==> src/shared/pcr_defs.vh <==
/*
 Constants for the chromaticity readback bank: command codes, link
 selectors, field positions and the coordinate width.
 Assumes it is included by bare name from the design files.
*/
`ifndef PCR_DEFS_VH
`define PCR_DEFS_VH

`define PCR_CMD_LOW_PAIRS 8'h70
`define PCR_CMD_BLACK_X 8'h71
`define PCR_CMD_BLACK_Y 8'h72
`define PCR_CMD_WHITE_X 8'h73
`define PCR_COORD_W 10
`define PCR_UPPER_HI 9
`define PCR_UPPER_LO 2
`define PCR_LINK_SPI 1'b0
`define PCR_LINK_DSI 1'b1
`define PCR_ANS_ONE 2'h1
`define PCR_ANS_TWO 2'h2
`define PCR_DUMMY_BYTE 8'h00
`define PCR_COORD_RESET 10'h000

`endif

==> src/pcr_coord_store.v <==
/*
 Holds the four 10-bit black and white coordinates and loads them from
 the device's calibration source.
 Assumes load strobes come from logic on ref_clk.
*/
`timescale 1ns/1ps
`default_nettype none
`include "pcr_defs.vh"

module pcr_coord_store (
  input wire ref_clk,
  input wire rst_b,
  input wire load,
  input wire [1:0] load_sel,
  input wire [9:0] load_value,
  output reg [9:0] black_x_coord,
  output reg [9:0] black_y_coord,
  output reg [9:0] white_x_coord,
  output reg [9:0] white_y_coord
);

  // Content is undefined by contract; zero is just a deterministic fill
  always @(posedge ref_clk or negedge rst_b) begin
    if (!rst_b) begin
      black_x_coord <= `PCR_COORD_RESET;
      black_y_coord <= `PCR_COORD_RESET;
      white_x_coord <= `PCR_COORD_RESET;
      white_y_coord <= `PCR_COORD_RESET;
    end else if (load) begin
      case (load_sel)
        2'h0: black_x_coord <= load_value;
        2'h1: black_y_coord <= load_value;
        2'h2: white_x_coord <= load_value;
        default: white_y_coord <= load_value;
      endcase
    end
  end

endmodule
`default_nettype wire

==> src/pcr_readback.v <==
/*
 Chromaticity readback bank: answers the four read commands with bytes
 built from the stored black and white coordinates.
 A dummy byte leads every answer except the upper-bit reads on DSI.
 Assumes the command decoder on ref_clk gives a one-cycle command strobe
 and pulls answer bytes with a one-cycle take strobe.
 Commands that arrive while an answer is pending are dropped silently.
*/
`timescale 1ns/1ps
`default_nettype none
`include "pcr_defs.vh"

module pcr_readback (
  input wire ref_clk,
  input wire rst_b,
  input wire cmd_valid,
  input wire [7:0] cmd_code,
  input wire link_sel,
  input wire [3:0] display_mode,
  input wire rd_take,
  input wire load,
  input wire [1:0] load_sel,
  input wire [9:0] load_value,
  output reg [7:0] rd_data,
  output wire rd_valid,
  output reg cmd_hit
);

  // Answer sequencer states
  localparam ST_IDLE = 2'h0;
  localparam ST_FIRST = 2'h1;
  localparam ST_SECOND = 2'h2;

  wire [9:0] black_x_coord;
  wire [9:0] black_y_coord;
  wire [9:0] white_x_coord;
  wire [9:0] white_y_coord;
  reg [1:0] state;
  reg [1:0] next_state;
  reg [7:0] held;
  reg [7:0] next_held;
  reg [7:0] next_rd_data;
  reg known;
  reg next_cmd_hit;
  wire take_cmd;
  wire [1:0] answer_len;
  wire [7:0] low_byte;

  // Recognises the four read codes that this bank answers
  function cmd_known;
    input [7:0] code;
    begin
      case (code)
        `PCR_CMD_LOW_PAIRS: cmd_known = 1'b1;
        `PCR_CMD_BLACK_X: cmd_known = 1'b1;
        `PCR_CMD_BLACK_Y: cmd_known = 1'b1;
        `PCR_CMD_WHITE_X: cmd_known = 1'b1;
        default: cmd_known = 1'b0;
      endcase
    end
  endfunction

  // Answer length in bytes; only DSI upper-bit reads drop the dummy
  function [1:0] byte_count;
    input [7:0] code;
    input link;
    begin
      if (link == `PCR_LINK_DSI && code != `PCR_CMD_LOW_PAIRS) begin
        byte_count = `PCR_ANS_ONE;
      end else begin
        byte_count = `PCR_ANS_TWO;
      end
    end
  endfunction

  // Packs the low two bits of each coordinate, black x in the top pair
  function [7:0] low_pairs;
    input [`PCR_COORD_W-1:0] bx;
    input [`PCR_COORD_W-1:0] by;
    input [`PCR_COORD_W-1:0] wx;
    input [`PCR_COORD_W-1:0] wy;
    begin
      low_pairs = {bx[1:0], by[1:0], wx[1:0], wy[1:0]};
    end
  endfunction

  // Upper eight bits of a coordinate
  function [7:0] upper_byte;
    input [9:0] coord;
    begin
      upper_byte = coord[`PCR_UPPER_HI:`PCR_UPPER_LO];
    end
  endfunction

  // Coordinate storage, filled through the calibration load port
  pcr_coord_store u_store (
    .ref_clk(ref_clk),
    .rst_b(rst_b),
    .load(load),
    .load_sel(load_sel),
    .load_value(load_value),
    .black_x_coord(black_x_coord),
    .black_y_coord(black_y_coord),
    .white_x_coord(white_x_coord),
    .white_y_coord(white_y_coord)
  );

  // Mode input is deliberately unused for gating: reads always answer
  wire [3:0] unused_mode = display_mode;

  assign low_byte = low_pairs(black_x_coord, black_y_coord,
    white_x_coord, white_y_coord);
  assign take_cmd = cmd_valid && known && state == ST_IDLE;
  assign answer_len = byte_count(cmd_code, link_sel);

  always @* begin
    known = cmd_known(cmd_code);
    next_held = held;
    case (cmd_code)
      `PCR_CMD_LOW_PAIRS: next_held = low_byte;
      `PCR_CMD_BLACK_X: next_held = upper_byte(black_x_coord);
      `PCR_CMD_BLACK_Y: next_held = upper_byte(black_y_coord);
      `PCR_CMD_WHITE_X: next_held = upper_byte(white_x_coord);
      default: next_held = held;
    endcase
  end

  // Sequencer: dummy byte first on two-byte answers, then the data byte, each until taken
  always @* begin
    next_state = state;
    next_cmd_hit = take_cmd;
    case (state)
      ST_IDLE: begin
        if (take_cmd) begin
          if (answer_len == `PCR_ANS_ONE) begin
            next_state = ST_SECOND;
          end else begin
            next_state = ST_FIRST;
          end
        end
      end
      ST_FIRST: begin
        if (rd_take) begin
          next_state = ST_SECOND;
        end
      end
      ST_SECOND: begin
        if (rd_take) begin
          next_state = ST_IDLE;
        end
      end
      default: next_state = ST_IDLE;
    endcase
  end

  // Answer byte: stands unchanged until the host takes it
  always @* begin
    next_rd_data = rd_data;
    case (state)
      ST_IDLE: begin
        if (take_cmd && answer_len == `PCR_ANS_ONE) begin
          next_rd_data = next_held;
        end else if (take_cmd) begin
          next_rd_data = `PCR_DUMMY_BYTE;
        end
      end
      ST_FIRST: begin
        if (rd_take) begin
          next_rd_data = held;
        end
      end
      default: next_rd_data = rd_data;
    endcase
  end

  // Sequencer state register
  always @(posedge ref_clk or negedge rst_b) begin
    if (!rst_b) begin
      state <= ST_IDLE;
    end else begin
      state <= next_state;
    end
  end

  // Answer byte register
  always @(posedge ref_clk or negedge rst_b) begin
    if (!rst_b) begin
      rd_data <= 8'h00;
    end else begin
      rd_data <= next_rd_data;
    end
  end

  // Data byte is captured at acceptance so a later load cannot tear it
  always @(posedge ref_clk or negedge rst_b) begin
    if (!rst_b) begin
      held <= 8'h00;
    end else if (take_cmd) begin
      held <= next_held;
    end
  end

  // Pulses one cycle after an accepted command
  always @(posedge ref_clk or negedge rst_b) begin
    if (!rst_b) begin
      cmd_hit <= 1'b0;
    end else begin
      cmd_hit <= next_cmd_hit;
    end
  end

  assign rd_valid = (state != ST_IDLE);

endmodule
`default_nettype wire

==> config.mk <==
export PLATFORM = sky130hd
export DESIGN_NAME = pcr_readback
export DESIGN_NICKNAME = d
export VERILOG_FILES = /design/src/pcr_coord_store.v /design/src/pcr_readback.v
export VERILOG_INCLUDE_DIRS = /design/src /design/src/shared
export SDC_FILE = /design/constraint.sdc
export NUM_CORES = 1
export LEC_CHECK = 0
export BUFFER_PORTS_ARGS = -buffer_cell sky130_fd_sc_hd__buf_2
export CAP_MARGIN = 0
export CORE_ASPECT_RATIO = 1.1
export CORE_MARGIN = 2
export CORE_UTILIZATION = 50
export CTS_BUF_LIST = sky130_fd_sc_hd__clkbuf_16
export DETAILED_ROUTE_END_ITERATION = 10
export PLACE_DENSITY = 0.78
export SYNTH_ARGS = -nofsm -noshare
export SYNTH_HDL_FRONTEND = slang
export SYNTH_SLANG_ARGS = --single-unit
==> constraint.sdc <==
create_clock -name ref_clk -period 2.6 [get_ports ref_clk]
set_clock_uncertainty 0.1 [all_clocks]
set_input_delay 0.65 -clock ref_clk [delete_from_list [all_inputs] [get_ports ref_clk]]
set_output_delay 0.65 -clock ref_clk [all_outputs]
set_load 0.01 [all_outputs]
# [Word level (Yosys, flattened, before mapping)]
# Cells that the tools add are included.
[word_totals] word_cells=51 register_bits=51 output_inout_bits=10
[classes] bitwise=1 n_eq_ne=14 reduce_logical=16 mux=12
[op_table] cell="8-bit by 7-bit == test with 1-bit output (second input constant)" count=4
[op_table] cell="8-bit case mux with 4 select lines" count=1
[op_table] cell="8-bit 2-to-1 mux" count=3
[op_table] cell="8-bit case mux with 2 select lines" count=1
[op_table] cell="2-bit 2-to-1 mux" count=5
[op_table] cell="8-bit by 7-bit inequality test with 1-bit output (second input constant)" count=1
[op_table] cell="2-bit AND reduction" count=4
[op_table] cell="2-bit by 1-bit == test with 1-bit output (second input constant)" count=3
[op_table] cell="2-bit inequality test (second input constant)" count=3
[op_table] cell="2-bit case mux with 3 select lines" count=1
[op_table] cell="3-bit AND reduction" count=2
[op_table] cell="2-bit == test (second input constant)" count=2
[op_table] cell="1-bit logical AND" count=4
[op_table] cell="2-bit zero test" count=2
[op_table] cell="2-bit nonzero test" count=2
[op_table] cell="4-bit OR reduction" count=1
[op_table] cell="3-bit by 2-bit inequality test with 1-bit output (second input constant)" count=1
[op_table] cell="3-bit OR reduction" count=1
[op_table] cell="1-bit 2-to-1 mux" count=1
[op_table] cell="1-bit inverter" count=1

# [Logic depth before layout (Yosys ltp)]
# Gate-level depths: netlist of run 1.
[logic_depth] word_depth=8 ltp_mapped=5 mapped_depth_nobuf=4

# [Cells and area by module]
# A second synthesis of run 1 with hierarchy kept.
[unflattened] hier_cells=184 area_unflattened_um2=2626.3
[by_module_without_submodules] module="pcr_coord_store" cells_per_inst=87 seq_area_each_um2=1001.0 instances=1 area_each_um2=1597.8
[by_module_without_submodules] module="pcr_readback" cells_per_inst=97 seq_area_each_um2=475.5 instances=1 area_each_um2=1028.5

# [Worst setup path after synthesis of run 1]
# OpenSTA, ideal clock, no wires.
[synth_path] path_kind="input to register" from="input cmd_code[7]" to="register rd_data[0]" path_slack_ns=0.028 path_stages=4 required_time_ns=2.375 n_path_buf=0 t_arrival_ns=2.348 path_cell_list="or4b_4 > or4b_4 > a21oi_4 > mux2_2"
[synth_via] elab_chain_cells=8
[synth_lines] element="from (decl)" line="pcr_readback.v:17" text="input wire [7:0] cmd_code,"
[synth_lines] element="8-bit by 7-bit == test with 1-bit output, on equally long branches"
[synth_lines] element="4-bit OR reduction (no source line)"
[synth_lines] element="1-bit 2-to-1 mux" line="pcr_readback.v:53" text="case (code)"
[synth_lines] element="1-bit logical AND (2 in a row)" line="pcr_readback.v:113" text="assign take_cmd = cmd_valid && known && state == ST_IDLE;"
[synth_lines] element="1-bit logical AND (no source line)"
[synth_lines] element="3-bit by 2-bit inequality test with 1-bit output (no source line) / 8-bit 2-to-1 mux (equally long branches)"
[synth_lines] element="3-bit AND reduction (no source line) / 8-bit case mux with 2 select lines (equally long branches)"
[synth_lines] element="to (signal assigned)" line="pcr_readback.v:190" text="rd_data <= next_rd_data;"
[synth_lines] element="to (decl)" line="pcr_readback.v:24" text="output reg [7:0] rd_data,"
# Several ways; a longest one is shown, not always the timed one.
# A chain may end at the register's enable or synchronous reset.

# [Worst setup path after layout of run 1]
[layout_path] from="input cmd_code[7]" to="register rd_data[7]"
# The elaborated chain is that of the path after synthesis.

==> results of run 1 <==
==> flip-flops by register name, indices dropped and copies added (netlist names) <==
register	count
u_store.white_y_coord	2
u_store.black_y_coord	10
cmd_hit	1
u_store.white_x_coord	10
u_store.black_x_coord	10
held	8
state	2
rd_data	8
==> final cells by class <==
| cell class | count | area [sq um] | share of cell area |
|---|---|---|---|
| Clock buffer | 5 | 125.1 | 0.04697 |
| Clock inverter | 3 | 15.01 | 0.005636 |
| Multi-Input combinational cell | 85 | 954.7 | 0.3584 |
| Sequential cell | 51 | 1276 | 0.4791 |
| Tap cell | 54 | 67.56 | 0.02536 |
| Timing Repair Buffer | 40 | 225.2 | 0.08455 |
==> where the power goes <==
group          internal (mW)  switching (mW)  total, mW
registers              0.914          0.0689      0.983
clock network          0.350           0.271      0.621
logic                  0.169           0.104      0.273
==> stage by stage <==
step	util	hold WS, ns	instances	setup WS [ns]	power (mW)
after CTS	0.6171	0.2603	238	0.1684	1.901
after detailed placement	0.5846	0.3913	230	-0.1444	1.276
final	0.6171	0.2470	238	0.1684	1.877
after floorplan	-	0.2544	142	0.02761	1.169
after global routing	0.6171	0.2965	238	0.1128	1.975
after global placement	0.5846	0.3844	230	-0.1208	1.246
==> worst paths after layout <==
path                       slack (ns)         end  cells past startpoint
setup / recovery                 0.17  rd_data[7]                      5
hold / removal                   0.25  rd_data[1]                      1
setup reg to reg                 0.54  rd_data[7]                      3
hold reg to reg                  0.40  rd_data[5]                      1
max in group asynchronous        1.62  rd_data[7]                      2
min in group ref_clk             0.40  rd_data[5]                      1
==> synth_stat cells <==
cell / n
a21oi_1: 1
a21oi_4: 1
a22o_1: 8
buf_1: 1
clkbuf_1: 5
dfrtp_1: 51
mux2_2: 48
mux4_2: 8
nand2_1: 3
nand2b_1: 1
nand3_1: 1
nand3b_1: 2
nor2_1: 1
nor3_2: 1
nor3b_1: 2
nor4_2: 1
o21a_1: 1
o21ai_0: 1
or2_2: 1
or3b_2: 1
or4_2: 1
or4b_4: 2
==> per-layer routing <==
layer / vias to the layer above / part of all wire
met5: - / 0
met4: 0 / 0.022
met3: 7 / 0.055
met2: 45 / 0.52
met1: 677 / 0.40
li1: 615 / -
==> kinds of logic after synthesis <==
group,count (synthesis),synth area share
compound gates,12,0.04609
buf+inv,6,0.009994
flops,51,0.5664
mux,56,0.3198
simple gates,17,0.05774
==> worst max-delay path, delay by kind of cell <==
family          cells  cell delay, ns
mux                 1            0.38
compound gates      1            0.31
simple gates        2            1.07
buf+inv             1            0.09
==> flow_metrics.py, run 1 <==
metrics = {
    "floorplan": {
        "start_util": 0.5220,
        "dieWidth_um": 68.01,
        "fp.dieH_um": 74.41,
        "core.rowCount": 25,
        "ios": 40,
        "dieArea_sq_um": 5061,
        "core-area_sq_um": 4317,
    },
    "power_and_ir_drop": {
        "peakVddDrop_v": 0.0004171,
        "power_density_nw_per_um2": 704.7,
        "p_leak_nw": 1.221,
    },
    "finish": {
        "drive_gt1_frac": 0.5978,
        "mostFrequentLayoutCells": "dfrtp_1 (51), mux2_2 (48), buf_2 (35), mux4_2 (8), a22o_1 (8)",
        "fin_area_sq_um": 2664,
        "fillCellCount": 338,
        "final_common_cell": "dfrtp_1",
        "num_antenna_cells": 0,
        "areaGrowthSynthToFinish_pct": 18.21,
        "nNetsFinal": 213,
    },
    "placed_design": {
        "place_congestion": 0.7207,
        "dpl_cell_area_sq_um": 2524,
        "hpwl_um": 3093,
        "port_buffers": 35,
    },
    "sta": {
        "fin_crit_sh": 0.9352,
        "finalCriticalPeriod_ns": 2.432,
        "fmaxAchievable_mhz": 411.3,
        "slew_headroom": 0.6223,
        "slew_violations": 0,
        "final.setup.tns_ns": 0,
        "rsz0062_at_grt": "false",
        "hold_viol_final": 0,
        "worst_slew_pin_slew_ns": 0.5648,
        "setup_viol": 0,
    },
    "grt": {
        "grt_pass1_vias": 1457,
        "met1_usage": 0.2566,
        "track_usage": 0.1989,
        "grt_pass1_wl_um": 7086,
        "grt_overflow": 0,
        "grt_util_met2": 0.3279,
        "grt_start_max_net_pins": 28,
        "antenna_found_initial": 0,
        "met3_usage": 0.03328,
        "grt-busiest-layer": "met2",
    },
    "setup_path": {
        "arrival_ns": 2.51,
        "worstSetupStartpoint": "cmd_code[7]",
        "crit_fanout": 8,
        "cp_common_cell": "or4b_4",
        "crit_path_cell_trace": "buf_2 > or4b_4 > or4b_4 > a21oi_4 > mux2_2",
        "startpoint_type": "primary input",
        "crit_type": "in -> reg",
        "cp-end-kind": "flop",
        "rr_startpoint": "state[0]",
        "slowest_delay_ns": 0.54,
        "worst_path_max_delay_cell": "or4b_4",
        "critical_path_required_ns": 2.67,
    },
    "flow_run": {
        "maxCapViolCount": 0,
    },
    "clock_network": {
        "cts_tree": "done",
        "cts.sinks": 51,
        "insertion_delay_ns": 0.29,
        "cts_root_buf": "clkbuf_16",
        "cts_buffers": 5,
        "h-tree-depth": 2,
        "clk_pin_slew_ns": 0.06,
        "cts_buffer_depth": 2,
        "post_cts_resized": 0,
        "cts_setup_buffers": 0,
        "hold_buffers": 0,
    },
    "routing": {
        "vias_per_cell": 5.647,
        "dr.pass1.iters": 4,
        "drt-initial-drc-count": 64,
        "num_vias": 1344,
        "drc": 0,
        "finalWirelength_um": 4162,
        "post_drt_wl_per_cell_um": 17.49,
        "postRouteAntennaNets": 0,
    },
    "synthesis": {
        "synth.avg_cell_area_sq_um": 15.87,
        "synth.distinct_cells": 22,
        "synth_area_leaders": "dfrtp_1 (57%), mux2_2 (24%), mux4_2 (8.0%)",
        "synthCells": 142,
        "seq_area_frac_synth": 0.5664,
        "synth_top_cell_by_area": "dfrtp_1",
        "syn_area_sq_um": 2253,
        "synth_warnings": 0,
        "synth_nets": 172,
        "netlist.area_leader.share": 0.5664,
        "synth_seq_cells": 51,
    },
    "run_status": {
        "outcome": "finished, final reports clean",
    },
    "min_path": {
        "hp-class": "in -> async",
    },
}
Power figures use the tool's default switching activity.
==> run 2: changes to the inputs <==
ABC_AREA = 1   (was default)
CAP_MARGIN = default   (was 0)
CTS_BUF_LIST = default   (was sky130_fd_sc_hd__clkbuf_16)
PLACE_DENSITY = 0.77   (was 0.78)
==> flow_metrics.py, run 2 <==
metrics = {
    "floorplan": {
        "ios": 40,
        "start_util": 0.5208,
        "core-area_sq_um": 5000,
        "fp.dieH_um": 79.69,
        "core.rowCount": 27,
        "dieArea_sq_um": 5801,
        "dieWidth_um": 72.81,
    },
    "clock_network": {
        "cts_tree": "done",
        "hold_buffers": 0,
        "cts_root_buf": "clkbuf_8",
        "cts_buffer_depth": 2,
        "post_cts_resized": 0,
        "cts.sinks": 51,
        "cts_setup_buffers": 0,
        "clk_pin_slew_ns": 0.09,
        "h-tree-depth": 2,
        "insertion_delay_ns": 0.31,
        "cts_buffers": 5,
    },
    "synthesis": {
        "netlist.area_leader.share": 0.4901,
        "synth_compound_area_frac": 0.1076,
        "synth_nets": 360,
        "synth.avg_cell_area_sq_um": 7.890,
        "synth_xor_area_frac": 0,
        "syn_area_sq_um": 2604,
        "synth.distinct_cells": 27,
        "synthMuxAreaShare": 0,
        "synth_ff_type": "dfrtp_1",
        "synth_enable_flop_cells": 0,
        "synth_warnings": 0,
        "synth_area_leaders": "dfrtp_1 (49%), nand2_1 (17%), o21ai_0 (6.3%)",
        "synthArstFlopShare": 1.000,
        "synth_most_common_cell": "nand2_1",
        "seq_area_frac_synth": 0.4901,
        "synthSimpleGateAreaFrac": 0.3292,
        "synthCells": 330,
        "synth_top_cell_by_area": "dfrtp_1",
        "synth_top_family_by_area": "simple AND/OR/NAND/NOR gates",
        "synth_fa_ha_area_frac": 0,
        "synth_seq_cells": 51,
        "synth_common_cells": "nand2_1 (119), dfrtp_1 (51), o21ai_0 (33)",
    },
    "routing": {
        "postRouteAntennaNets": 0,
        "post_drt_wl_per_cell_um": 12.51,
        "drt-initial-drc-count": 96,
        "drc": 0,
        "vias_per_cell": 5.066,
        "num_vias": 2143,
        "finalWirelength_um": 5292,
        "dr.pass1.iters": 4,
    },
    "grt": {
        "grt_pass1_vias": 2080,
        "track_usage": 0.2047,
        "grt_pass1_wl_um": 9232,
        "antenna_found_initial": 0,
        "grt_start_max_net_pins": 29,
        "grt_overflow": 0,
    },
    "finish": {
        "mostFrequentLayoutCells": "nand2_1 (119), dfrtp_1 (51), buf_2 (35), o21ai_0 (33), inv_1 (27)",
        "areaGrowthSynthToFinish_pct": 12.54,
        "nNetsFinal": 394,
        "instances_no_fill": 423,
        "drive_gt1_frac": 0.2055,
        "top_regs": "u_store.black_x_coord: 10 flops, u_store.black_y_coord: 10 flops, u_store.white_x_coord: 10 flops",
        "num_antenna_cells": 0,
        "fin_area_sq_um": 2930,
        "final_common_cell": "nand2_1",
    },
    "placed_design": {
        "dp_cells": 415,
        "dpl_cell_area_sq_um": 2809,
        "port_buffers": 35,
        "place_congestion": 0.7733,
        "hpwl_um": 3826,
    },
    "sta": {
        "fmaxAchievable_mhz": 528.4,
        "finalCriticalPeriod_ns": 1.892,
        "fin_crit_sh": 0.7279,
        "worst_slew_pin_slew_ns": 0.6895,
        "hold_viol_final": 0,
        "slew_headroom": 0.5390,
        "rsz0062_at_grt": "false",
        "final.setup.tns_ns": 0,
        "setup_viol": 0,
        "slew_violations": 0,
    },
    "setup_path": {
        "arrival_ns": 1.14,
        "rrSetupSlack_ns": 0.92,
        "crit_fanout": 4,
        "critical_path_required_ns": 1.85,
        "crit_type": "reg -> out",
        "startpoint_type": "flop",
        "rr_startpoint": "state[1]",
        "r2r_end": "rd_data[4]",
        "cp-end-kind": "output pin",
        "r2r_cells": 7,
    },
    "min_path": {
        "hp-class": "in -> async",
    },
    "power_and_ir_drop": {
        "power_density_nw_per_um2": 740.9,
        "p_leak_nw": 1.572,
        "peakVddDrop_v": 0.0003403,
    },
    "run_status": {
        "outcome": "finished, final reports clean",
    },
    "flow_run": {
        "maxCapViolCount": 0,
    },
}
run 2: changes by cell type after synthesis, sizes merged, moves of 6 or more:
cell   previous run  this run
a22o              8         0
a21oi             2         8
mux4              8         0
o21ai             1        41
inv               0        31
nand3             1        22
nor2              1        30
nand2             3       132
mux2             48         0
run 2: cell families after synthesis:
group	after synthesis
flip-flops	51
AO/OA/AOI/OAI	52
AND/OR/NAND/NOR	186
buffers and inverters	41
run 2: how the worst max path moves through the flow:
stage | end | from
after CTS | rd_valid | state[1]
after global placement | rd_data[5] | cmd_code[7]
after global routing | rd_data[4] | cmd_code[7]
after detailed placement | rd_data[4] | cmd_code[7]
final | rd_valid | state[1]
after floorplan | rd_data[6] | cmd_code[7]
run 2: cell type report:
| cell class | instances | area, sq um |
|---|---|---|
| Clock buffer | 6 | 82.58 |
| Clock inverter | 2 | 38.79 |
| Fill cell | 481 | 2069 |
| Inverter | 32 | 127.6 |
| Multi-Input combinational cell | 238 | 1137 |
| Sequential cell | 51 | 1276 |
| Tap cell | 58 | 72.57 |
| Timing Repair Buffer | 36 | 195.2 |
run 2: worst max-delay path, stage by stage, from the launching register on:
cell	delay, ns
dfrtp_1	0.45
nor2_4	0.18
inv_4	0.07
buf_2	0.14
run 2: report_power, final:
part	switching [mW]	leakage [nW]	total [mW]	internal [mW]
logic	0.324	0.869	0.522	0.198
clock network	0.269	0.0618	0.585	0.317
registers	0.103	0.641	1.06	0.961
run 2: layer usage:
metal  wire length, um  GRT usage
met1              2337     0.2615
met2              2707     0.3591
met3               196    0.03409
met4                50    0.05000
met5                 0          0
run 2: metrics by stage:
| step | util | setup WS (ns) | total power, mW | hold slack (ns) |
|---|---|---|---|---|
| 2_1_floorplan | - | 0.7675 | 1.424 | 0.2544 |
| 3_3_place_gp | 0.5618 | 0.4550 | 1.572 | 0.3665 |
| 3_5_place_dp | 0.5618 | 0.3950 | 1.605 | 0.3735 |
| 4_1_cts | 0.5861 | 0.6916 | 2.195 | 0.2325 |
| 5_1_grt | 0.5861 | 0.5783 | 2.318 | 0.2649 |
| 6_report | 0.5861 | 0.7075 | 2.171 | 0.2191 |
==> run 3: changes to the inputs <==
PLACE_DENSITY = 0.79   (was 0.77)
clock period = 1.5 ns   (was 2.6 ns; I/O delays follow)
==> flow_metrics.py, run 3 (synthesized netlist as in run 2, its figures left out) <==
metrics = {
    "floorplan": {
        "core-area_sq_um": 5000,
        "dieArea_sq_um": 5801,
        "start_util": 0.5208,
        "core.rowCount": 27,
        "ios": 40,
        "fp.dieH_um": 79.69,
        "dieWidth_um": 72.81,
    },
    "finish": {
        "top_regs": "u_store.black_x_coord: 10 flops, u_store.black_y_coord: 10 flops, u_store.white_x_coord: 10 flops",
        "drive_gt1_frac": 0.3275,
        "final_common_cell": "nand2_1",
        "num_antenna_cells": 0,
        "areaGrowthSynthToFinish_pct": 30.61,
        "final_util": 0.6802,
        "nNetsFinal": 427,
        "instances_no_fill": 455,
        "mostFrequentLayoutCells": "nand2_1 (111), dfrtp_1 (51), buf_2 (34), o21ai_0 (33), inv_1 (23)",
    },
    "clock_network": {
        "clk_pin_slew_ns": 0.09,
        "cts_buffer_depth": 2,
        "cts_buffers": 5,
        "h-tree-depth": 2,
        "insertion_delay_ns": 0.30,
        "cts_root_buf": "clkbuf_8",
        "cts_tree": "done",
        "cts.sinks": 51,
    },
    "placed_design": {
        "dp_cells": 437,
        "port_buffers": 35,
        "hpwl_um": 4002,
        "place_congestion": 0.8031,
        "post-place-ws_ns": -0.2764,
    },
    "setup_path": {
        "r2r_cells": 7,
        "worstSetupStartpoint": "state[1]",
        "r2r_end": "rd_data[7]",
        "cp_common_cell": "buf_6",
        "arrival_ns": 1.14,
        "startpoint_type": "flop",
        "worst_path_max_delay_cell": "dfrtp_1",
        "rrSetupSlack_ns": 0.04,
        "rr_startpoint": "state[1]",
        "critical_path_required_ns": 1.02,
        "crit_path_end": "rd_valid",
        "crit_type": "reg -> out",
        "crit_path_cell_trace": "nor2_4 > inv_4 > buf_6 > buf_6",
        "crit_fanout": 2,
        "cp-end-kind": "output pin",
        "slowest_delay_ns": 0.41,
    },
    "sta": {
        "setup_slack_ns": -0.1145,
        "worst_slew_pin_slew_ns": 0.3025,
        "hold_ws_ns": 0.2489,
        "slew_violations": 0,
        "fin_crit_sh": 1.076,
        "hold_viol_final": 0,
        "setup_viol": 1,
        "finalCriticalPeriod_ns": 1.614,
        "fmaxAchievable_mhz": 619.4,
        "rsz0062_at_grt": "true",
        "slew_headroom": 0.7983,
    },
    "grt": {
        "grt_pass1_vias": 2205,
        "grt_overflow": 0,
        "antenna_found_initial": 0,
        "grt_start_max_net_pins": 41,
        "track_usage": 0.2078,
        "grt_pass1_wl_um": 9418,
    },
    "routing": {
        "post_drt_wl_per_cell_um": 12.54,
        "num_vias": 2297,
        "vias_per_cell": 5.048,
        "drc": 0,
        "finalWirelength_um": 5705,
        "drt-initial-drc-count": 119,
        "dr.pass1.iters": 4,
        "postRouteAntennaNets": 0,
    },
    "power_and_ir_drop": {
        "peakVddDrop_v": 0.0006174,
        "p_leak_nw": 1.787,
        "total_power_mw": 3.958,
        "power_density_nw_per_um2": 1164,
    },
    "run_status": {
        "outcome": "finished with violations",
        "violations": "negative setup slack",
    },
    "min_path": {
        "hp-class": "in -> reg",
    },
    "flow_run": {
        "maxCapViolCount": 0,
    },
}
## run 3: changes by cell type in the layout (fill, tap and decap cells not counted), moves of 5 or more
cell,delta
nand2_1,-8
buf_4,+22
a21oi_1,-5
buf_12,+5
nor2_1,-6
nand2_2,+5
## run 3: stage by stage
step	instance area, sq um	setup TNS, ns
6_report	3401	-0.1145
5_1_grt	3401	-0.2922
4_1_cts	3199	-0.1302
3_5_place_dp	3078	-4.332
3_3_place_gp	3078	-3.742
2_1_floorplan	2670	-0.02952
## run 3: worst min-delay path by stage
stage | startpoint | end | slack (ns) | cells after the start
5_1_grt | load_value[8] | u_store.black_x_coord[8] | 0.26 | 3
4_1_cts | load_value[6] | u_store.black_x_coord[6] | 0.24 | 3
3_3_place_gp | rst_b | state[0] | 0.17 | 1
6_report | load_value[9] | u_store.white_x_coord[9] | 0.25 | 3
3_5_place_dp | rst_b | state[1] | 0.17 | 1
2_1_floorplan | rst_b | cmd_hit | -0.02 | 0
## run 3: cell type report
| class | instances | area [sq um] |
|---|---|---|
| flip-flops and latches | 51 | 1276 |
| fillers | 394 | 1599 |
| repair buffers | 66 | 499.2 |
| multi-input cells | 240 | 1290 |
| clock inverters | 2 | 13.76 |
| inverters | 32 | 171.4 |
| well taps | 58 | 72.57 |
| clock buffers | 5 | 68.82 |
| repair inverters | 1 | 8.758 |
## run 3: what timing repair did
item	4_1_cts	5_1_grt
gates cloned	0	3
setup endpoints to repair	9	11
hold buffers	1	0
resized for setup	4	27
pin swaps	2	12
endpoints found under the hold margin	11	0
buffers inserted	2	5
## run 3: report_power, final
part / internal, mW / leakage (nW) / total (mW) / switching, mW
Sequential: 1.67 / 0.641 / 1.83 / 0.169
Combinational: 0.635 / 1.10 / 1.36 / 0.728
Clock: 0.320 / 0.0440 / 0.761 / 0.441
## run 3: layer usage
metal,share of wire,wire length [um],vias up,global-route usage
met4,0.0039,22,0,0.08889
met2,0.53,3040,57,0.3691
met5,0,0,-,0
met3,0.037,209,2,0.03283
li1,-,-,1176,-
met1,0.43,2433,1062,0.2453
## run 3: critical path, delay by kind of cell (launching register included)
kind	cells	cell delay, ns
DFF	1	0.41
buffers and inverters	3	0.28
and+or+nand+nor	1	0.15
